## src/design/ddr_guard_pkg.sv

```systemverilog
// Constants, command codes and cycle conversions for the DDR command guard
package ddr_guard_pkg;

  // ---------------------------------------------------------------
  // Clock and conversion
  // ---------------------------------------------------------------
  localparam int CLK_PERIOD_PS = 5000;     // 200 MHz core clock

  // Least time in ns to whole cycles, rounded up, never below one
  function automatic int cyc_min(input int ns);
    int c;
    c = (ns * 1000 + CLK_PERIOD_PS - 1) / CLK_PERIOD_PS;
    return (c < 1) ? 1 : c;
  endfunction

  // Longest time in ns to whole cycles, rounded down, never below one
  function automatic int cyc_max(input int ns);
    int c;
    c = (ns * 1000) / CLK_PERIOD_PS;
    return (c < 1) ? 1 : c;
  endfunction

  // ---------------------------------------------------------------
  // Timing figures, faster grade then slower grade
  // ---------------------------------------------------------------
  localparam int ROW_CYCLE_MIN_FAST_NS       = 50;
  localparam int ROW_CYCLE_MIN_SLOW_NS       = 54;
  localparam int REFRESH_CYCLE_MIN_NS        = 70;
  localparam int RAS_TO_CAS_FAST_NS          = 15;
  localparam int RAS_TO_CAS_SLOW_NS          = 18;
  localparam int PRECHARGE_PERIOD_FAST_NS    = 15;
  localparam int PRECHARGE_PERIOD_SLOW_NS    = 18;
  localparam int BANK_TO_BANK_FAST_NS        = 10;
  localparam int BANK_TO_BANK_SLOW_NS        = 12;
  localparam int WRITE_RECOVERY_FAST_NS      = 15;
  localparam int WRITE_RECOVERY_SLOW_NS      = 12;
  localparam int BANK_OPEN_MIN_NS            = 40;
  localparam int BANK_OPEN_MAX_NS            = 70000;
  localparam int SELFREFRESH_EXIT_NONREAD_NS = 75;
  localparam int REFRESH_INTERVAL_NORMAL_NS  = 15600;
  localparam int REFRESH_INTERVAL_HOT_NS     = 3900;

  // Figures given directly in clock cycles or in refresh commands
  localparam int WRITE_TO_READ_FAST_CYC      = 2;
  localparam int WRITE_TO_READ_SLOW_CYC      = 1;
  localparam int SELFREFRESH_EXIT_READ_CYC   = 200;
  localparam int POWERDOWN_EXIT_READ_CYC     = 200;
  localparam int REFRESH_POSTED_MAX          = 8;

  // Cycle counts at the core clock
  localparam int ROW_CYCLE_FAST  = cyc_min(ROW_CYCLE_MIN_FAST_NS);
  localparam int ROW_CYCLE_SLOW  = cyc_min(ROW_CYCLE_MIN_SLOW_NS);
  localparam int REFRESH_CYCLE   = cyc_min(REFRESH_CYCLE_MIN_NS);
  localparam int RCD_FAST        = cyc_min(RAS_TO_CAS_FAST_NS);
  localparam int RCD_SLOW        = cyc_min(RAS_TO_CAS_SLOW_NS);
  localparam int PRECHARGE_FAST  = cyc_min(PRECHARGE_PERIOD_FAST_NS);
  localparam int PRECHARGE_SLOW  = cyc_min(PRECHARGE_PERIOD_SLOW_NS);
  localparam int RRD_FAST        = cyc_min(BANK_TO_BANK_FAST_NS);
  localparam int RRD_SLOW        = cyc_min(BANK_TO_BANK_SLOW_NS);
  localparam int WRITE_REC_FAST  = cyc_min(WRITE_RECOVERY_FAST_NS);
  localparam int WRITE_REC_SLOW  = cyc_min(WRITE_RECOVERY_SLOW_NS);
  localparam int OPEN_MIN        = cyc_min(BANK_OPEN_MIN_NS);
  localparam int OPEN_MAX        = cyc_max(BANK_OPEN_MAX_NS);
  localparam int SR_EXIT_NONREAD = cyc_min(SELFREFRESH_EXIT_NONREAD_NS);
  localparam int REFI_NORMAL     = cyc_max(REFRESH_INTERVAL_NORMAL_NS);
  localparam int REFI_HOT        = cyc_max(REFRESH_INTERVAL_HOT_NS);

  // ---------------------------------------------------------------
  // Commands, latency codes and pin encodings
  // ---------------------------------------------------------------
  typedef enum logic [3:0] {
    CMD_NOP, CMD_ACT, CMD_READ, CMD_WRITE, CMD_PRE,
    CMD_REF, CMD_SR_ENTER, CMD_SR_EXIT, CMD_MODE
  } cmd_type;

  typedef enum logic [1:0] {
    CL_2, CL_2P5, CL_3, CL_4
  } cas_latency_type;

  // {cs_n, ras_n, cas_n, we_n}
  localparam logic [3:0] PINS_NOP  = 4'h7;
  localparam logic [3:0] PINS_ACT  = 4'h3;
  localparam logic [3:0] PINS_READ = 4'h5;
  localparam logic [3:0] PINS_WRIT = 4'h4;
  localparam logic [3:0] PINS_PRE  = 4'h2;
  localparam logic [3:0] PINS_REF  = 4'h1;
  localparam logic [3:0] PINS_MODE = 4'h0;

  localparam int AP_BIT     = 10;        // auto-precharge address bit
  localparam int ADDR_W     = 12;
  localparam int BANKS      = 4;
  localparam int POSTED_W   = 4;

endpackage

```

## src/design/cycle_timer.sv

```systemverilog
// Loadable down counter that reports a minimum spacing still running
`timescale 1ns/1ps
module cycle_timer #(
  parameter int WIDTH = 14
) (
  input  wire logic             core_clk,    // Core clock
  input  wire logic             sys_rst,     // Synchronous reset
  input  wire logic             load,        // Start a new wait
  input  wire logic [WIDTH-1:0] load_value,  // Cycles to wait
  output logic                  busy         // Wait still running
);

  logic [WIDTH-1:0] count;

  // ---------------------------------------------------------------
  // Counter
  // ---------------------------------------------------------------
  // A new load restarts the wait; otherwise count down to zero
  always_ff @(posedge core_clk) begin
    if (sys_rst) begin
      count <= '0;
    end else if (load) begin
      count <= load_value;
    end else if (busy) begin
      count <= count - 1'b1;
    end
  end

  assign busy = (count != '0);

endmodule

```

## src/design/ddr_command_timing_guard.sv

```systemverilog
// Controller-side command timing guard for a four-bank DDR SDRAM
//
// Summary of operation
// RULE1: Same-bank ACTIVE to ACTIVE or REFRESH spaced by row cycle time.
// RULE2: After REFRESH, wait refresh cycle time before ACTIVE or REFRESH.
// RULE3: READ or WRITE waits the activate-to-column delay after ACTIVE.
// RULE4: Auto-precharge column command obeys the same activate delay.
// RULE5: ACTIVE commands to different banks spaced by bank-to-bank time.
// RULE6: After auto-precharge write, wait recovery plus precharge to reopen.
// RULE7: READ waits write-to-read turnaround after last write data.
// RULE8: After self-refresh exit, non-read commands wait 75 ns.
// RULE9: After self-refresh exit, READ waits 200 clock cycles.
// RULE10: Average refresh interval 15.6 us, or 3.9 us when hot.
// RULE11: Never more than eight refresh commands owed to the device.
// RULE12: Device refreshes with its own counters; no row address given.
// RULE13: After unstable-clock power-down exit, READ waits 200 cycles.
// RULE14: CAS latency 4 is refused on these two speed grades.
// RULE15: Bank stays open at least 40 ns and at most 70 us; code checks the minimum on PRE only and only flags the maximum.
// RULE16: Nanosecond minimums rounded up to cycles, timed per bank and type.
`timescale 1ns/1ps
module ddr_command_timing_guard #(
  parameter int CW             = 14,                     // Timer width
  parameter int BURST_CYCLES   = 2,                      // Burst length / 2
  parameter int OPEN_MAX_CYC   = ddr_guard_pkg::OPEN_MAX // Bank open limit
) (
  input  wire logic                      core_clk,         // Core clock
  input  wire logic                      sys_rst,          // Sync reset
  input  wire logic                      speed_slow,       // Slower grade
  input  wire logic                      temp_hot,         // Above 85 C
  input  wire ddr_guard_pkg::cas_latency_type cas_latency_setting, // CL
  input  wire logic                      pd_exit_unstable, // Exit pulse
  input  wire logic                      cmd_valid,        // Request
  input  wire ddr_guard_pkg::cmd_type    cmd_code,         // Command
  input  wire logic [1:0]                cmd_bank,         // Bank
  input  wire logic [11:0]               cmd_addr,         // Row/col/mode
  input  wire logic                      cmd_autopre,      // Auto-precharge
  output logic                           cmd_ready,        // May issue
  output logic                           ddr_cke,          // Clock enable
  output logic                           ddr_cs_n,         // Chip select
  output logic                           ddr_ras_n,        // Row strobe
  output logic                           ddr_cas_n,        // Column strobe
  output logic                           ddr_we_n,         // Write enable
  output logic [1:0]                     ddr_ba,           // Bank address
  output logic [11:0]                    ddr_addr,         // Address
  output logic                           refresh_due,      // Refresh owed
  output logic                           refresh_urgent,   // Owed at limit
  output logic [3:0]                     bank_overdue,     // Open too long
  output logic                           cl_refused,       // CL 4 chosen
  output logic                           in_self_refresh   // Self refresh
);

  localparam int NB = ddr_guard_pkg::BANKS;

  // ---------------------------------------------------------------
  // Timing selection
  // ---------------------------------------------------------------
  // Spacing of n cycles means the timer blocks n-1 cycles after accept
  function automatic logic [CW-1:0] spc(input int n);
    return CW'((n < 1) ? 0 : n - 1);
  endfunction

  // Pick the figure for the grade in use
  function automatic int by_grade(input logic slow, input int f,
                                  input int s);
    return slow ? s : f;
  endfunction

  int t_rc, t_rcd, t_rp, t_rrd, t_wr, t_wtr;
  always_comb begin
    t_rc  = by_grade(speed_slow, ddr_guard_pkg::ROW_CYCLE_FAST,
                     ddr_guard_pkg::ROW_CYCLE_SLOW);            // RULE16
    t_rcd = by_grade(speed_slow, ddr_guard_pkg::RCD_FAST,
                     ddr_guard_pkg::RCD_SLOW);
    t_rp  = by_grade(speed_slow, ddr_guard_pkg::PRECHARGE_FAST,
                     ddr_guard_pkg::PRECHARGE_SLOW);
    t_rrd = by_grade(speed_slow, ddr_guard_pkg::RRD_FAST,
                     ddr_guard_pkg::RRD_SLOW);
    t_wr  = by_grade(speed_slow, ddr_guard_pkg::WRITE_REC_FAST,
                     ddr_guard_pkg::WRITE_REC_SLOW);
    t_wtr = by_grade(speed_slow, ddr_guard_pkg::WRITE_TO_READ_FAST_CYC,
                     ddr_guard_pkg::WRITE_TO_READ_SLOW_CYC);
  end

  // ---------------------------------------------------------------
  // State and timers
  // ---------------------------------------------------------------
  logic [NB-1:0]  bank_open;
  logic [NB-1:0]  rc_busy, rcd_busy, ras_busy, pre_busy, max_busy;
  logic [NB-1:0]  act_hit, pre_load;
  logic [CW-1:0]  pre_value [NB];
  logic           rrd_busy, rfc_busy, xsnr_busy, rdblk_busy, wtr_busy;
  logic           accept, all_closed, sr_state;
  logic [ddr_guard_pkg::POSTED_W-1:0] posted;
  logic [CW-1:0]  refi_count;
  logic           refi_tick, issued;

  assign accept     = cmd_valid && cmd_ready;
  assign all_closed = (bank_open == '0);

  // Per-bank timers: row cycle, activate delay, open min/max, reopen
  for (genvar b = 0; b < NB; b++) begin : g_bank
    assign act_hit[b] = accept && (cmd_code == ddr_guard_pkg::CMD_ACT)
                        && (cmd_bank == 2'(b));
    cycle_timer #(.WIDTH(CW)) u_rc (
      .core_clk(core_clk), .sys_rst(sys_rst), .load(act_hit[b]),
      .load_value(spc(t_rc)), .busy(rc_busy[b]));            // RULE1
    cycle_timer #(.WIDTH(CW)) u_rcd (
      .core_clk(core_clk), .sys_rst(sys_rst), .load(act_hit[b]),
      .load_value(spc(t_rcd)), .busy(rcd_busy[b]));          // RULE3
    cycle_timer #(.WIDTH(CW)) u_ras (
      .core_clk(core_clk), .sys_rst(sys_rst), .load(act_hit[b]),
      .load_value(spc(ddr_guard_pkg::OPEN_MIN)),
      .busy(ras_busy[b]));                                   // RULE15
    cycle_timer #(.WIDTH(CW)) u_max (
      .core_clk(core_clk), .sys_rst(sys_rst), .load(act_hit[b]),
      .load_value(CW'(OPEN_MAX_CYC)), .busy(max_busy[b]));   // RULE15
    cycle_timer #(.WIDTH(CW)) u_pre (
      .core_clk(core_clk), .sys_rst(sys_rst), .load(pre_load[b]),
      .load_value(pre_value[b]), .busy(pre_busy[b]));
  end

  // Reopen wait: precharge, read auto-precharge, or write recovery chain
  always_comb begin
    for (int b = 0; b < NB; b++) begin
      pre_load[b]  = 1'b0;
      pre_value[b] = '0;
      if (accept && cmd_bank == b[1:0]) begin
        if (cmd_code == ddr_guard_pkg::CMD_PRE) begin
          pre_load[b]  = 1'b1;
          pre_value[b] = spc(t_rp);
        end else if (cmd_code == ddr_guard_pkg::CMD_READ && cmd_autopre)
        begin
          pre_load[b]  = 1'b1;
          pre_value[b] = spc(BURST_CYCLES + t_rp);
        end else if (cmd_code == ddr_guard_pkg::CMD_WRITE && cmd_autopre)
        begin
          pre_load[b]  = 1'b1;                                // RULE6
          pre_value[b] = spc(1 + BURST_CYCLES + t_wr + t_rp);
        end
      end
    end
  end

  // Shared timers: bank to bank, refresh cycle, exits, write turnaround
  cycle_timer #(.WIDTH(CW)) u_rrd (
    .core_clk(core_clk), .sys_rst(sys_rst), .load(|act_hit),
    .load_value(spc(t_rrd)), .busy(rrd_busy));               // RULE5
  cycle_timer #(.WIDTH(CW)) u_rfc (
    .core_clk(core_clk), .sys_rst(sys_rst),
    .load(accept && cmd_code == ddr_guard_pkg::CMD_REF),
    .load_value(spc(ddr_guard_pkg::REFRESH_CYCLE)),
    .busy(rfc_busy));                                        // RULE2
  cycle_timer #(.WIDTH(CW)) u_xsnr (
    .core_clk(core_clk), .sys_rst(sys_rst),
    .load(accept && cmd_code == ddr_guard_pkg::CMD_SR_EXIT),
    .load_value(spc(ddr_guard_pkg::SR_EXIT_NONREAD)),
    .busy(xsnr_busy));                                       // RULE8
  cycle_timer #(.WIDTH(CW)) u_rdblk (
    .core_clk(core_clk), .sys_rst(sys_rst),
    .load((accept && cmd_code == ddr_guard_pkg::CMD_SR_EXIT)
          || pd_exit_unstable),
    .load_value(pd_exit_unstable
                ? spc(ddr_guard_pkg::POWERDOWN_EXIT_READ_CYC)  // RULE13
                : spc(ddr_guard_pkg::SELFREFRESH_EXIT_READ_CYC)),
    .busy(rdblk_busy));                                      // RULE9
  cycle_timer #(.WIDTH(CW)) u_wtr (
    .core_clk(core_clk), .sys_rst(sys_rst),
    .load(accept && cmd_code == ddr_guard_pkg::CMD_WRITE),
    .load_value(spc(1 + BURST_CYCLES + t_wtr)),
    .busy(wtr_busy));                                        // RULE7

  // ---------------------------------------------------------------
  // Command gate
  // ---------------------------------------------------------------
  // Decide whether the requested command may go out this cycle
  always_comb begin
    logic ok;
    ok = 1'b0;
    case (cmd_code)
      ddr_guard_pkg::CMD_NOP:
        ok = 1'b1;
      ddr_guard_pkg::CMD_ACT:
        ok = !bank_open[cmd_bank] && !rc_busy[cmd_bank]      // RULE1
             && !pre_busy[cmd_bank] && !rrd_busy              // RULE5
             && !rfc_busy && !xsnr_busy;                      // RULE2
      ddr_guard_pkg::CMD_READ:
        ok = bank_open[cmd_bank] && !rcd_busy[cmd_bank]       // RULE4
             && !wtr_busy && !rdblk_busy;                     // RULE7
      ddr_guard_pkg::CMD_WRITE:
        ok = bank_open[cmd_bank] && !rcd_busy[cmd_bank]       // RULE3
             && !xsnr_busy;
      ddr_guard_pkg::CMD_PRE:
        ok = bank_open[cmd_bank] && !ras_busy[cmd_bank]       // RULE15
             && !xsnr_busy;
      ddr_guard_pkg::CMD_REF:
        ok = all_closed && (rc_busy == '0) && (pre_busy == '0)
             && !rfc_busy && !xsnr_busy;                      // RULE1
      ddr_guard_pkg::CMD_SR_ENTER:
        ok = all_closed && (pre_busy == '0) && !rfc_busy
             && !xsnr_busy;
      ddr_guard_pkg::CMD_MODE:
        ok = all_closed && (pre_busy == '0) && !xsnr_busy
             && (cas_latency_setting != ddr_guard_pkg::CL_4); // RULE14
      default:
        ok = 1'b0;
    endcase
    if (sr_state) begin
      cmd_ready = (cmd_code == ddr_guard_pkg::CMD_SR_EXIT);
    end else if (refresh_urgent) begin
      cmd_ready = ok && (cmd_code == ddr_guard_pkg::CMD_REF
                         || cmd_code == ddr_guard_pkg::CMD_PRE); // RULE11
    end else begin
      cmd_ready = ok;
    end
  end

  assign cl_refused = (cas_latency_setting == ddr_guard_pkg::CL_4);

  // ---------------------------------------------------------------
  // Bank and self-refresh state
  // ---------------------------------------------------------------
  // Track open banks; auto-precharge closes the bank with its access
  always_ff @(posedge core_clk) begin
    if (sys_rst) begin
      bank_open <= '0;
    end else if (accept) begin
      if (cmd_code == ddr_guard_pkg::CMD_ACT) begin
        bank_open[cmd_bank] <= 1'b1;
      end else if (cmd_code == ddr_guard_pkg::CMD_PRE
                   || ((cmd_code == ddr_guard_pkg::CMD_READ
                        || cmd_code == ddr_guard_pkg::CMD_WRITE)
                       && cmd_autopre)) begin
        bank_open[cmd_bank] <= 1'b0;
      end
    end
  end

  // Self refresh entry and exit
  always_ff @(posedge core_clk) begin
    if (sys_rst) begin
      sr_state <= 1'b0;
    end else if (accept && cmd_code == ddr_guard_pkg::CMD_SR_ENTER) begin
      sr_state <= 1'b1;
    end else if (accept && cmd_code == ddr_guard_pkg::CMD_SR_EXIT) begin
      sr_state <= 1'b0;
    end
  end

  assign in_self_refresh = sr_state;
  assign bank_overdue    = bank_open & ~max_busy;            // RULE15

  // ---------------------------------------------------------------
  // Refresh bookkeeping
  // ---------------------------------------------------------------
  // Interval counter; the device refreshes itself in self refresh
  assign refi_tick = (refi_count == '0) && !sr_state;
  always_ff @(posedge core_clk) begin
    if (sys_rst || sr_state || refi_tick) begin
      refi_count <= temp_hot ? spc(ddr_guard_pkg::REFI_HOT)
                             : spc(ddr_guard_pkg::REFI_NORMAL); // RULE10
    end else begin
      refi_count <= refi_count - 1'b1;
    end
  end

  // Owed refreshes; a tick in the same cycle as a refresh cancels out
  assign issued = accept && (cmd_code == ddr_guard_pkg::CMD_REF);
  always_ff @(posedge core_clk) begin
    if (sys_rst) begin
      posted <= '0;
    end else if (refi_tick && !issued
                 && posted != ddr_guard_pkg::REFRESH_POSTED_MAX) begin
      posted <= posted + 1'b1;
    end else if (issued && !refi_tick && posted != '0) begin
      posted <= posted - 1'b1;
    end
  end

  assign refresh_due    = (posted != '0);
  assign refresh_urgent =
    (posted == ddr_guard_pkg::POSTED_W'(ddr_guard_pkg::REFRESH_POSTED_MAX));

  // ---------------------------------------------------------------
  // Device pins
  // ---------------------------------------------------------------
  // Register the command onto the pins the cycle after acceptance
  always_ff @(posedge core_clk) begin
    if (sys_rst) begin
      {ddr_cs_n, ddr_ras_n, ddr_cas_n, ddr_we_n} <= ddr_guard_pkg::PINS_NOP;
      ddr_ba   <= '0;
      ddr_addr <= '0;
      ddr_cke  <= 1'b1;
    end else begin
      ddr_ba   <= cmd_bank;
      ddr_addr <= '0;
      {ddr_cs_n, ddr_ras_n, ddr_cas_n, ddr_we_n} <= ddr_guard_pkg::PINS_NOP;
      if (accept) begin
        case (cmd_code)
          ddr_guard_pkg::CMD_ACT: begin
            {ddr_cs_n, ddr_ras_n, ddr_cas_n, ddr_we_n} <=
              ddr_guard_pkg::PINS_ACT;
            ddr_addr <= cmd_addr;
          end
          ddr_guard_pkg::CMD_READ, ddr_guard_pkg::CMD_WRITE: begin
            {ddr_cs_n, ddr_ras_n, ddr_cas_n, ddr_we_n} <=
              (cmd_code == ddr_guard_pkg::CMD_READ)
              ? ddr_guard_pkg::PINS_READ : ddr_guard_pkg::PINS_WRIT;
            ddr_addr <= cmd_addr;
            ddr_addr[ddr_guard_pkg::AP_BIT] <= cmd_autopre;
          end
          ddr_guard_pkg::CMD_PRE:
            {ddr_cs_n, ddr_ras_n, ddr_cas_n, ddr_we_n} <=
              ddr_guard_pkg::PINS_PRE;
          ddr_guard_pkg::CMD_REF, ddr_guard_pkg::CMD_SR_ENTER: begin
            {ddr_cs_n, ddr_ras_n, ddr_cas_n, ddr_we_n} <=
              ddr_guard_pkg::PINS_REF;                         // RULE12
            ddr_cke <= (cmd_code == ddr_guard_pkg::CMD_REF);
          end
          ddr_guard_pkg::CMD_SR_EXIT:
            ddr_cke <= 1'b1;
          ddr_guard_pkg::CMD_MODE: begin
            {ddr_cs_n, ddr_ras_n, ddr_cas_n, ddr_we_n} <=
              ddr_guard_pkg::PINS_MODE;
            ddr_addr <= cmd_addr;
          end
          default: ;
        endcase
      end
    end
  end

endmodule

```

## config.mk

```make
export PLATFORM = sky130hd
export DESIGN_NAME = ddr_command_timing_guard
export DESIGN_NICKNAME = d
export VERILOG_FILES = /design/src/design/ddr_guard_pkg.sv /design/src/design/cycle_timer.sv /design/src/design/ddr_command_timing_guard.sv
export SDC_FILE = /design/constraint.sdc
export NUM_CORES = 1
export LEC_CHECK = 0
export ABC_AREA = 1
export ABC_CLOCK_PERIOD_IN_PS = 3900
export CORE_ASPECT_RATIO = 1.1
export CORE_UTILIZATION = 50
export DETAILED_ROUTE_END_ITERATION = 16
export DONT_BUFFER_PORTS = 1
export SLEW_MARGIN = 20
export SYNTH_ARGS = -nofsm -noshare
export SYNTH_HDL_FRONTEND = slang
export SYNTH_HIERARCHICAL = 1
export SYNTH_SLANG_ARGS = --single-unit
```

## constraint.sdc

```tcl
create_clock -name core_clk -period 3.9 [get_ports core_clk]
set_input_delay 0.39 -clock core_clk [delete_from_list [all_inputs] [get_ports core_clk]]
set_output_delay 0.39 -clock core_clk [all_outputs]
set_load 0.01 [all_outputs]
```

**Word level (Yosys, flattened, before mapping)**

Index checks and enable logic that the tools add are counted.

- Bits in registers: 392
- Output and inout port bits: 28
- Word-level logic and storage cells: 359

- Add/subtract/negate cells: 37
- $lt $le $gt $ge: 8
- Equality and inequality tests: 15
- Muxes and demuxes: 103
- Bitwise operators: 7
- Reduce and logical (&&, ||, !) cells: 142

Operators by type and width:

| cell | count |
|---|---|
| 14-bit 2-to-1 mux | 50 |
| 14-bit by 1-bit subtractor with 14-bit output, second input constant | 26 |
| 14-bit nonzero test | 25 |
| 2-bit nonzero test | 29 |
| 1-bit logical AND | 44 |
| 4-bit 2-to-1 mux | 8 |
| 3-bit 2-to-1 mux | 9 |
| 12-bit one-hot mux with 2 select lines | 1 |
| 2-bit OR reduction | 12 |
| 1-bit 2-to-1 mux | 20 |
| 4-bit by 3-bit equality test with 1-bit output, second input constant | 4 |
| 4-bit zero test | 4 |
| 8-bit 2-to-1 mux | 2 |
| 4-bit by 1-bit subtractor with 5-bit output, second input constant | 3 |
| 14-bit zero test | 1 |
| 1-bit zero test | 13 |
| 4-bit by 1-bit < comparator with 1-bit output, second input constant | 3 |
| 12-bit 2-to-1 mux | 1 |
| 1-bit binary-select mux with 2-bit select | 5 |
| 4-bit bitwise AND | 2 |
| 4-bit by 2-bit equality test with 1-bit output, second input constant | 2 |
| 4-bit equality test, second input constant | 2 |
| 4-bit inverter | 2 |
| 1-bit one-hot mux with 2 select lines | 4 |
| 28 further kinds | 40 |

**Longest topological paths before layout**

Gate-level depths: netlist of run 1.

- Word-level depth: 19
- Depth in mapped cells: 32
- Depth with buffers taken out: 32

**Cells and area by module**

Netlist of run 1, hierarchy kept.

Modules (own cells, without submodules):

| module | times used | cells each | area each (um2) |
|---|---|---|---|
| cycle_timer at g_bank[0].u_max ... | 22 | 155 | 1056.0 |
| cycle_timer at u_rrd ... | 3 | 156 | 992.2 |
| ddr_command_timing_guard | 1 | 369 | 2433.6 |

**Least setup slack after synthesis of run 1**

No wires, ideal clock.

- Kind: register to register
- Start point: register g_bank[3].u_pre.count[0]
- End point: register g_bank[0].u_ras.count[4]
- Data arrival time: 3219 ps
- Setup slack: 562 ps
- Cell stages (with the launch flop): 27
- Clock period less this slack: 3338 ps
- Path through: dfxtp_1 > inv_1 > ha_1 > nand2_2 > nor2_8 > nand2_4 > nor2_8 > nand3_1 > nor2_1 > nand2_1 > nor2_1 > nand2_1 > a21oi_1 > nand2_1 > nand2_1 > nand2_1 > nand2_1 > nand2_1 > nand2_4 > nand2_4 > nor3_4 > nand2_1 > inv_1 > inv_2 > buf_6 > o21ai_0 > nor2_2

- Longest elaborated chain between the ends: 16

Ends and longest elaborated chain:

| item | RTL line | source |
|---|---|---|
| from (decl) | cycle_timer.sv:13 | `logic [WIDTH-1:0] count;` |
| from (signal assigned) | cycle_timer.sv:23 | `count <= load_value;` |
| from (signal assigned) | cycle_timer.sv:25 | `count <= count - 1'b1;` |
| 14-bit nonzero test (*) | cycle_timer.sv:29 | `assign busy = (count != '0);` |
| via pre_busy[3] | ddr_command_timing_guard.sv:88 | `logic [NB-1:0] rc_busy, rcd_busy, ras_busy, pre_busy, max_busy;` |
| 1-bit binary-select mux with 2-bit select | ddr_command_timing_guard.sv:184 | `&& !pre_busy[cmd_bank] && !rrd_busy` |
| 1-bit 2-to-1 mux (implied by the code) | ddr_command_timing_guard.sv:184 |  |
| 1-bit zero test | ddr_command_timing_guard.sv:184 |  |
| 1-bit logical AND (2 in series) | ddr_command_timing_guard.sv:184 |  |
| 1-bit logical AND (2 in series) | ddr_command_timing_guard.sv:185 | `&& !rfc_busy && !xsnr_busy;` |
| 1-bit one-hot mux with 8 select lines (*) | ddr_command_timing_guard.sv:179 | `case (cmd_code)` |
| 1-bit logical AND | ddr_command_timing_guard.sv:210 | `cmd_ready = ok && (cmd_code == ddr_guard_pkg::CMD_REF` |
| 1-bit 2-to-1 mux (*) | ddr_command_timing_guard.sv:209 | `end else if (refresh_urgent) begin` |
| 1-bit 2-to-1 mux (*) | ddr_command_timing_guard.sv:207 | `if (sr_state) begin` |
| via cmd_ready | ddr_command_timing_guard.sv:37 | `output logic cmd_ready,` |
| 1-bit logical AND (*) | ddr_command_timing_guard.sv:97 | `assign accept = cmd_valid && cmd_ready;` |
| 1-bit logical AND (*) | ddr_command_timing_guard.sv:102 | `assign act_hit[b] = accept && (cmd_code == ddr_guard_pkg::CMD_ACT)` |
| 1-bit logical AND (*) | ddr_command_timing_guard.sv:103 | `&& (cmd_bank == 2'(b));` |
| via act_hit[0] | ddr_command_timing_guard.sv:89 | `logic [NB-1:0] act_hit, pre_load;` |
| 2-bit OR reduction (no source line) (*) | n/a |  |
| to (signal assigned) | cycle_timer.sv:23 |  |
| to (signal assigned) | cycle_timer.sv:25 |  |
| to (decl) | cycle_timer.sv:13 |  |

Mark *: on every way through the listed nets, which the timed path passes. The rest lies on a longest branch. The select of a mux whose other input is x is not followed.
A chain may end at the register's enable or synchronous reset.

**Worst setup path in the final report of run 1**

- Start point: register g_bank[2].u_pre.count[0]
- End point: register g_bank[3].u_rcd.count[9]

- Longest elaborated chain between the ends: 16

Ends and longest elaborated chain:

| item | RTL line |
|---|---|
| from (decl) | cycle_timer.sv:13 |
| from (signal assigned) | cycle_timer.sv:23 |
| from (signal assigned) | cycle_timer.sv:25 |
| 14-bit nonzero test (*) | cycle_timer.sv:29 |
| via pre_busy[2] | ddr_command_timing_guard.sv:88 |
| 1-bit binary-select mux with 2-bit select | ddr_command_timing_guard.sv:184 |
| 1-bit 2-to-1 mux (implied by the code) | ddr_command_timing_guard.sv:184 |
| 1-bit zero test | ddr_command_timing_guard.sv:184 |
| 1-bit logical AND (2 in series) | ddr_command_timing_guard.sv:184 |
| 1-bit logical AND (2 in series) | ddr_command_timing_guard.sv:185 |
| 1-bit one-hot mux with 8 select lines (*) | ddr_command_timing_guard.sv:179 |
| 1-bit logical AND | ddr_command_timing_guard.sv:210 |
| 1-bit 2-to-1 mux (*) | ddr_command_timing_guard.sv:209 |
| 1-bit 2-to-1 mux (*) | ddr_command_timing_guard.sv:207 |
| via cmd_ready | ddr_command_timing_guard.sv:37 |
| 1-bit logical AND (*) | ddr_command_timing_guard.sv:97 |
| 1-bit logical AND (*) | ddr_command_timing_guard.sv:102 |
| 1-bit logical AND (*) | ddr_command_timing_guard.sv:103 |
| via act_hit[3] | ddr_command_timing_guard.sv:89 |
| 14-bit 2-to-1 mux / 2-bit nonzero test (equally long branches) | n/a |
| to (signal assigned) | cycle_timer.sv:23 |
| to (signal assigned) | cycle_timer.sv:25 |
| to (decl) | cycle_timer.sv:13 |

Marks and branches as above.

==> results of run 1 <==
## what timing repair did
| action | in CTS | in global routing |
|---|---|---|
| hold endpoints to repair | 225 | 195 |
| setup buffers | 0 | 1 |
| endpoints found under the setup margin | 6 | 297 |
| gates resized for setup | 1 | 42 |
| pin swaps | 0 | 2 |
| cloned | 0 | 0 |
## path summary, 6_finish.rpt
check,from,to,slack [ns],depth (start not counted)
setup reg to reg,g_bank[2].u_pre/count[0],g_bank[3].u_rcd/count[9],0.18,26
hold reg to reg,refi_count[0],refi_count[0],0.39,1
setup / recovery,g_bank[2].u_pre/count[0],g_bank[3].u_rcd/count[9],0.18,26
hold / removal,sys_rst,u_rdblk/count[7],-0.12,1
## kinds of logic after synthesis
logic type	share of synthesized area, %
fa+ha+maj	1.293
xor+xnor	1.712
buf+inv	8.938
compound gates	8.876
other cells	0.02622
simple gates	51.83
flops	27.33
## registers in the layout (all words and copies together) (netlist names), named ones only
| signal | cells |
|---|---|
| g_bank.u_ras/count | 56 |
| ddr_addr | 12 |
| ddr_cke | 1 |
| u_wtr/count | 14 |
| refi_count | 14 |
| g_bank.u_max/count | 56 |
| ddr_ras_n | 1 |
| ddr_we_n | 1 |
| u_rfc/count | 14 |
| posted | 4 |
| ddr_ba | 2 |
| u_xsnr/count | 14 |
| ddr_cas_n | 1 |
| u_rrd/count | 14 |
| in_self_refresh | 1 |
| g_bank.u_rc/count | 56 |
| g_bank.u_rcd/count | 56 |
| u_rdblk/count | 14 |
| g_bank.u_pre/count | 56 |
## Yosys cell counts, types with 4 or more instances
library cell and n:
nand2_1 1224, nor3b_2 8, o21ai_1 4, nor3_2 22
a21oi_1 100, dfxtp_1 391, nor2_4 51, xor2_1 53
nor2_1 488, inv_2 160, ha_1 28, nand4_4 25
o21bai_1 22, or2_2 51, nand2_4 71, o21ai_0 160
inv_1 364, buf_6 25, clkbuf_1 26, nor2_2 142
nand3_4 47, buf_4 25, nand2_2 54, nand3_1 420
o211ai_1 28, nor2_8 48, nand3_2 29, nor3_1 9
nand4_1 54, a21oi_2 91
## routing by layer
metal | vias to the layer above | GRT usage (%)
li1 | 13890 | -
met1 | 10830 | 28.55
met2 | 224 | 38.93
met3 | 83 | 3.153
met4 | 2 | 5.506
met5 | - | 0
## cell type report
type | count | area (µm²) | share of cell area, %
Antenna cell | 1 | 2.502 | 0.007695
Inverter | 526 | 2008 | 6.175
Clock buffer | 68 | 1438 | 4.421
Clock inverter | 19 | 252.7 | 0.7772
Multi-Input combinational cell | 3566 | 19510 | 60.01
Tap cell | 744 | 930.9 | 2.863
Sequential cell | 391 | 7828 | 24.07
Timing Repair Buffer | 61 | 546.8 | 1.681
## power by group through the flow
stage / registers (W) / clock network, W / logic, W
4_1_cts: 0.00657 / 0.00495 / 0.0173
3_5_place_dp: 0.00663 / 0 / 0.0171
3_3_place_gp: 0.00665 / 0 / 0.0171
2_1_floorplan: 0.00637 / 0 / 0.0147
6_report: 0.00657 / 0.00479 / 0.0171
5_1_grt: 0.00676 / 0.00510 / 0.0195
## per-stage QoR
stage	util [%]	instances	total power (W)	hold WS, ns	area [µm²]
2_1_floorplan	-	4563	0.02106	0.3663	29830
3_3_place_gp	53.94	5256	0.02371	0.3747	30400
3_5_place_dp	53.94	5256	0.02375	0.3785	30400
4_1_cts	57.49	5374	0.02878	-0.1642	32400
5_1_grt	57.70	5375	0.03137	-0.1534	32520
6_report	57.70	5376	0.02845	-0.1246	32520
## critical path, delay by kind of cell (launching register included)
| family | cells | cell delay, ns |
|---|---|---|
| AO/OA/AOI/OAI | 1 | 0.12 |
| adder cells (fa/ha/maj) | 1 | 0.21 |
| flip-flops | 1 | 0.32 |
| buffers and inverters | 3 | 0.53 |
| AND/OR/NAND/NOR | 21 | 2.38 |
==> impl_metrics.ini, run 1 <==
[status]
status = finished with violations
failed_checks = negative hold slack

[cts]
cts_made_buffers = 48
clk_path_buf_depth = 3
cts_sinks = 391
cts_tree = built
htreeDepth = 2
worstSkewPairLatency_ns = 0.59
clkTransAtPathRegs_ns = 0.06
hold_buffers = 31
clockRootBuffer = clkbuf_16

[synth]
yosys.area.top_type_share_pct = 27.33
synth_top_cell_by_area = dfxtp_1
async_flop_share_pct = 0
yosys_warnings = 6
yosysUniqueCellTypes = 45
synth.area.top_cells = dfxtp_1, nand2_1, nand3_1
syn_area_um2 = 28640
synth_ff_type = dfxtp_1
synth-seq-area-share_pct = 27.33
synth_edf_count = 0
synthCells = 4247
ys_ff_latch = 391
postSynthAreaPerCell_um2 = 6.744

[sta]
setup_ws_ns = 0.1828
fin_tns_setup_ns = 0
hold_viol_final = 10
relSlewSlack_pct = 32.97
setup_viol = 0
fmax_mhz = 269.0
tightest_slew_ns = 1.002
finClkSkew_ns = 0.01177
slew_viol_final = 0
period_share_pct = 95.31
min_period_ns = 3.717
rsz0062_at_grt = true
timing.hold.ws_ns = -0.1246

[placed_design]
gp_congestion = 0.8724
dp_slack_ns = -0.07070
portBuffers = 0
dp_hpwl_mm = 45.77

[global_routing]
grt_pass1_wl_mm = 109.9
first_global_vias = 23040
antenna_found_initial = 2
overflow = 0
globalRouteTotalUtil_pct = 22.25
grt_max_degree = 237

[routing]
wl_met1_mm = 30.39
dr.first_iter.drc_count = 1009
ant_nets = 0
route.detailed.drc = 0
totalWireLength_mm = 64.10
viasPerCell = 4.655
first_pass_iters = 5
wl_met3_mm = 1.942
vias = 25020
post_drt_wl_per_cell_um = 11.92
routed-wl-met2_mm = 30.43
routed.top_layer = met5

[flow_run]
cap_violations = 0

[setup_path]
startpoint_type = flip-flop
endpoint_kind = flip-flop
crit_type = flip-flop to flip-flop
crit_arrival_ns = 4.17
crit_path_frequent_cell = nand2_1
critPathRequiredTime_ns = 4.35
crit_path_max_fanout = 19
cpPeakStageDelay_ns = 0.33
slowest_stage = or2_2

[pwr]
switching_share_pct = 48.92
vdd_drop_max_mv = 0.5080
power_frac_comb_pct = 60.0
intPower_w = 0.01453
seq_power_share_pct = 23.1
power_density_nw_per_um2 = 874.8
p_switching_w = 0.01392
p_clk_share_pct = 16.9
power_leakage_nw = 15.82

[die]
rows = 91
core_area_um2 = 56360
die_w_um = 230.2
die_y_um = 253.0
initial_utilization_pct = 50.82
die-area_um2 = 58250
pin_count = 55

[finish]
syn_to_final_growth_pct = 13.54
layout_commonest_cell = nand2_1
nFillCells = 5561
layout_common_cells = nand2_1, nor2_1, nand3_1
nets = 4650
drive_gt1_share_pct = 20.23

[worst_hold_path]
worst_hold_path_type = input pin to flip-flop
No activity file was read; power rests on OpenSTA's default activity.
==> inputs of run 2 (changes only) <==
--- a/config.mk
+++ b/config.mk
@@ -8,11 +8,11 @@
 export ABC_AREA = 1
 export ABC_CLOCK_PERIOD_IN_PS = 3900
 export CORE_ASPECT_RATIO = 1.1
-export CORE_UTILIZATION = 50
+export CORE_UTILIZATION = 55
 export DETAILED_ROUTE_END_ITERATION = 16
 export DONT_BUFFER_PORTS = 1
+export PLACE_DENSITY = 0.7
 export SLEW_MARGIN = 20
 export SYNTH_ARGS = -nofsm -noshare
 export SYNTH_HDL_FRONTEND = slang
-export SYNTH_HIERARCHICAL = 1
 export SYNTH_SLANG_ARGS = --single-unit
==> run 2 against run 1 <==
  * The flow now finishes without violations
  * Highest routed layer is now met4
  * Fmax grew 7.1%
  * Design area shrank 35%
  * Count of clock-buffer cells in the layout shrank 7
  * Routed wire length shrank 37%
  * Clock power shrank 20%
  * Total power shrank 34%
  * Synthesized cell count shrank 37%
  * Combinational power shrank 51%
  * Register-to-register slack gained 0.25 ns
==> impl_metrics.ini, run 2 <==
[status]
status = complete, no violations

[worst_hold_path]
worst_hold_path_type = input pin to flip-flop
hold_depth = 2

[sta]
hold_viol_final = 0
relSlewSlack_pct = 50.37
finClkSkew_ns = 0.02020
fmax_mhz = 288.2
slew_viol_final = 0
setup_ws_ns = 0.4307
rsz0062_at_grt = false
min_period_ns = 3.469
fin_tns_setup_ns = 0
setup_viol = 0
period_share_pct = 88.96
tightest_slew_ns = 0.7417

[global_routing]
antenna_found_initial = 0
overflow = 0
first_global_vias = 15720
grt_max_degree = 131
globalRouteTotalUtil_pct = 23.32
grt_pass1_wl_mm = 68.99

[die]
pin_count = 55
die-area_um2 = 35350
rows = 71
die_w_um = 179.4
initial_utilization_pct = 55.79
die_y_um = 197.1
core_area_um2 = 34110

[synth]
synth_edf_count = 0
syn_area_um2 = 19030
ys_top_cells_by_count = nor2_1, nand2_1, dfxtp_1, inv_1, a21oi_1
yosys_warnings = 0
synth_ff_type = dfxtp_1
synthCells = 2659
async_flop_share_pct = 0
synth-seq-area-share_pct = 41.13
yosys.area.top_type_share_pct = 41.13
postSynthAreaPerCell_um2 = 7.158
ys_ff_latch = 391
yosysMostFrequentCell = nor2_1
synth_top_cell_by_area = dfxtp_1
synth.area.top_cells = dfxtp_1, nor2_1, nand2_1
yosysUniqueCellTypes = 50
syn_nets = 2731

[setup_path]
crit_arrival_ns = 3.90
startpoint_type = flip-flop
rr_worst_depth = 27
endpoint_kind = flip-flop
crit_type = flip-flop to flip-flop
crit_path_max_fanout = 9
critPathRequiredTime_ns = 4.33

[routing]
dr.first_iter.drc_count = 893
totalWireLength_mm = 40.36
post_drt_wl_per_cell_um = 12.80
ant_nets = 0
first_pass_iters = 5
routed.top_layer = met4
wl_met3_mm = 1.957
wl_met1_mm = 18.29
viasPerCell = 5.208
route.detailed.drc = 0
vias = 16420
routed-wl-met2_mm = 19.31

[pwr]
power_density_nw_per_um2 = 889.6
vdd_drop_max_mv = 0.4920
power_leakage_nw = 9.453

[cts]
worstSkewPairLatency_ns = 0.54
htreeDepth = 2
cts_made_buffers = 41
clkTransAtPathRegs_ns = 0.06
cts_sinks = 391
cts_tree = built
clockRootBuffer = clkbuf_16
clk_path_buf_depth = 3

[placed_design]
dp_hpwl_mm = 28.25
gp_congestion = 0.8992
portBuffers = 0
dp_slack_ns = 0.07894

[finish]
drive_gt1_share_pct = 4.936
nets = 2759
layout_commonest_cell = nor2_1
num_antenna_cells = 0
nFillCells = 3111
layout_common_cells = nor2_1, nand2_1, dfxtp_1
syn_to_final_growth_pct = 10.27

[flow_run]
cap_violations = 0
## run 2: logic make-up (layout without fill, tap and decap cells)
| logic type | Yosys count | after routing | synth area share [%] |
|---|---|---|---|
| simple gates | 1317 | 1317 | 29.93 |
| buf+inv | 415 | 471 | 8.435 |
| flops | 391 | 391 | 41.13 |
| compound gates | 293 | 293 | 8.415 |
| xor+xnor | 196 | 196 | 9.020 |
| fa+ha+maj | 45 | 45 | 2.998 |
| other cells | 1 | 1 | 0.01970 |
| mux | 1 | 1 | 0.05916 |
## run 2: power by group
group	leakage, nW	total, W	internal (W)	switching [W]
Sequential	3.22	0.00644	0.00538	0.00106
Clock	0.646	0.00384	0.00228	0.00156
Combinational	5.59	0.00838	0.00338	0.00500
Total	9.45	0.0187	0.0110	0.00762
## run 2: final timing paths
kind              slack [ns]                     start                        to
setup / recovery        0.43  g_bank[0].u_pre.count[0]                 posted[3]
hold / removal          0.03                speed_slow  g_bank[3].u_pre.count[0]
setup reg to reg        0.43  g_bank[0].u_pre.count[0]                 posted[3]
hold reg to reg         0.40             refi_count[0]             refi_count[0]
## run 2: metrics by stage
step | hold slack [ns] | util [%] | cells | cell area, µm² | total power, W
after global placement | 0.3752 | 57.01 | 3063 | 19450 | 0.01449
after global routing | 0.01924 | 61.52 | 3153 | 20990 | 0.02047
after CTS | 0.001031 | 61.41 | 3150 | 20950 | 0.01878
after floorplan | 0.3663 | - | 2659 | 19030 | 0.01325
after detailed placement | 0.3917 | 57.01 | 3063 | 19450 | 0.01477
final | 0.02559 | 61.52 | 3153 | 20990 | 0.01867
## run 2: cell type report
class,instances,area [µm²],area share [%]
inverter,373,1400,6.671
clock buffer,61,1214,5.783
sequential,391,7828,37.30
clock inverter,10,108.9,0.5187
multi-input combinational,1853,9615,45.82
timing repair buffer,27,272.8,1.300
tap,438,548.0,2.611
## run 2: critical path, stage by stage, from the launching register on
cell     delay [ns]
dfxtp_1        0.34
inv_1          0.10
ha_1           0.15
inv_1          0.05
nor3_1         0.13
nand2_1        0.08
nor2_1         0.30
nand2_1        0.10
nand2_1        0.07
nand3_1        0.07
o21ai_1        0.16
nand2_1        0.07
nand2_1        0.07
nand2_1        0.05
nand2_1        0.05
nand2_1        0.07
nand2_4        0.15
nand4_1        0.18
nand2_2        0.16
ha_1           0.28
nand2_1        0.08
nand2_1        0.06
a31oi_2        0.18
inv_1          0.06
nand3_1        0.08
nand2_1        0.08
a21oi_1        0.12
nor2_1         0.06
## run 2: what timing repair did
| action | CTS | global route |
|---|---|---|
| hold endpoints to repair | 148 | 0 |
| resized for setup | 0 | 5 |
| hold buffers | 16 | 0 |
| setup buffers | 0 | 3 |
| endpoints found under the setup margin | 0 | 1 |
## run 2: layer usage
metal | vias up | GRT usage (%)
met4 | 0 | 7.221
met1 | 7523 | 29.03
met5 | - | 0
met3 | 64 | 3.599
li1 | 8531 | -
met2 | 304 | 40.91
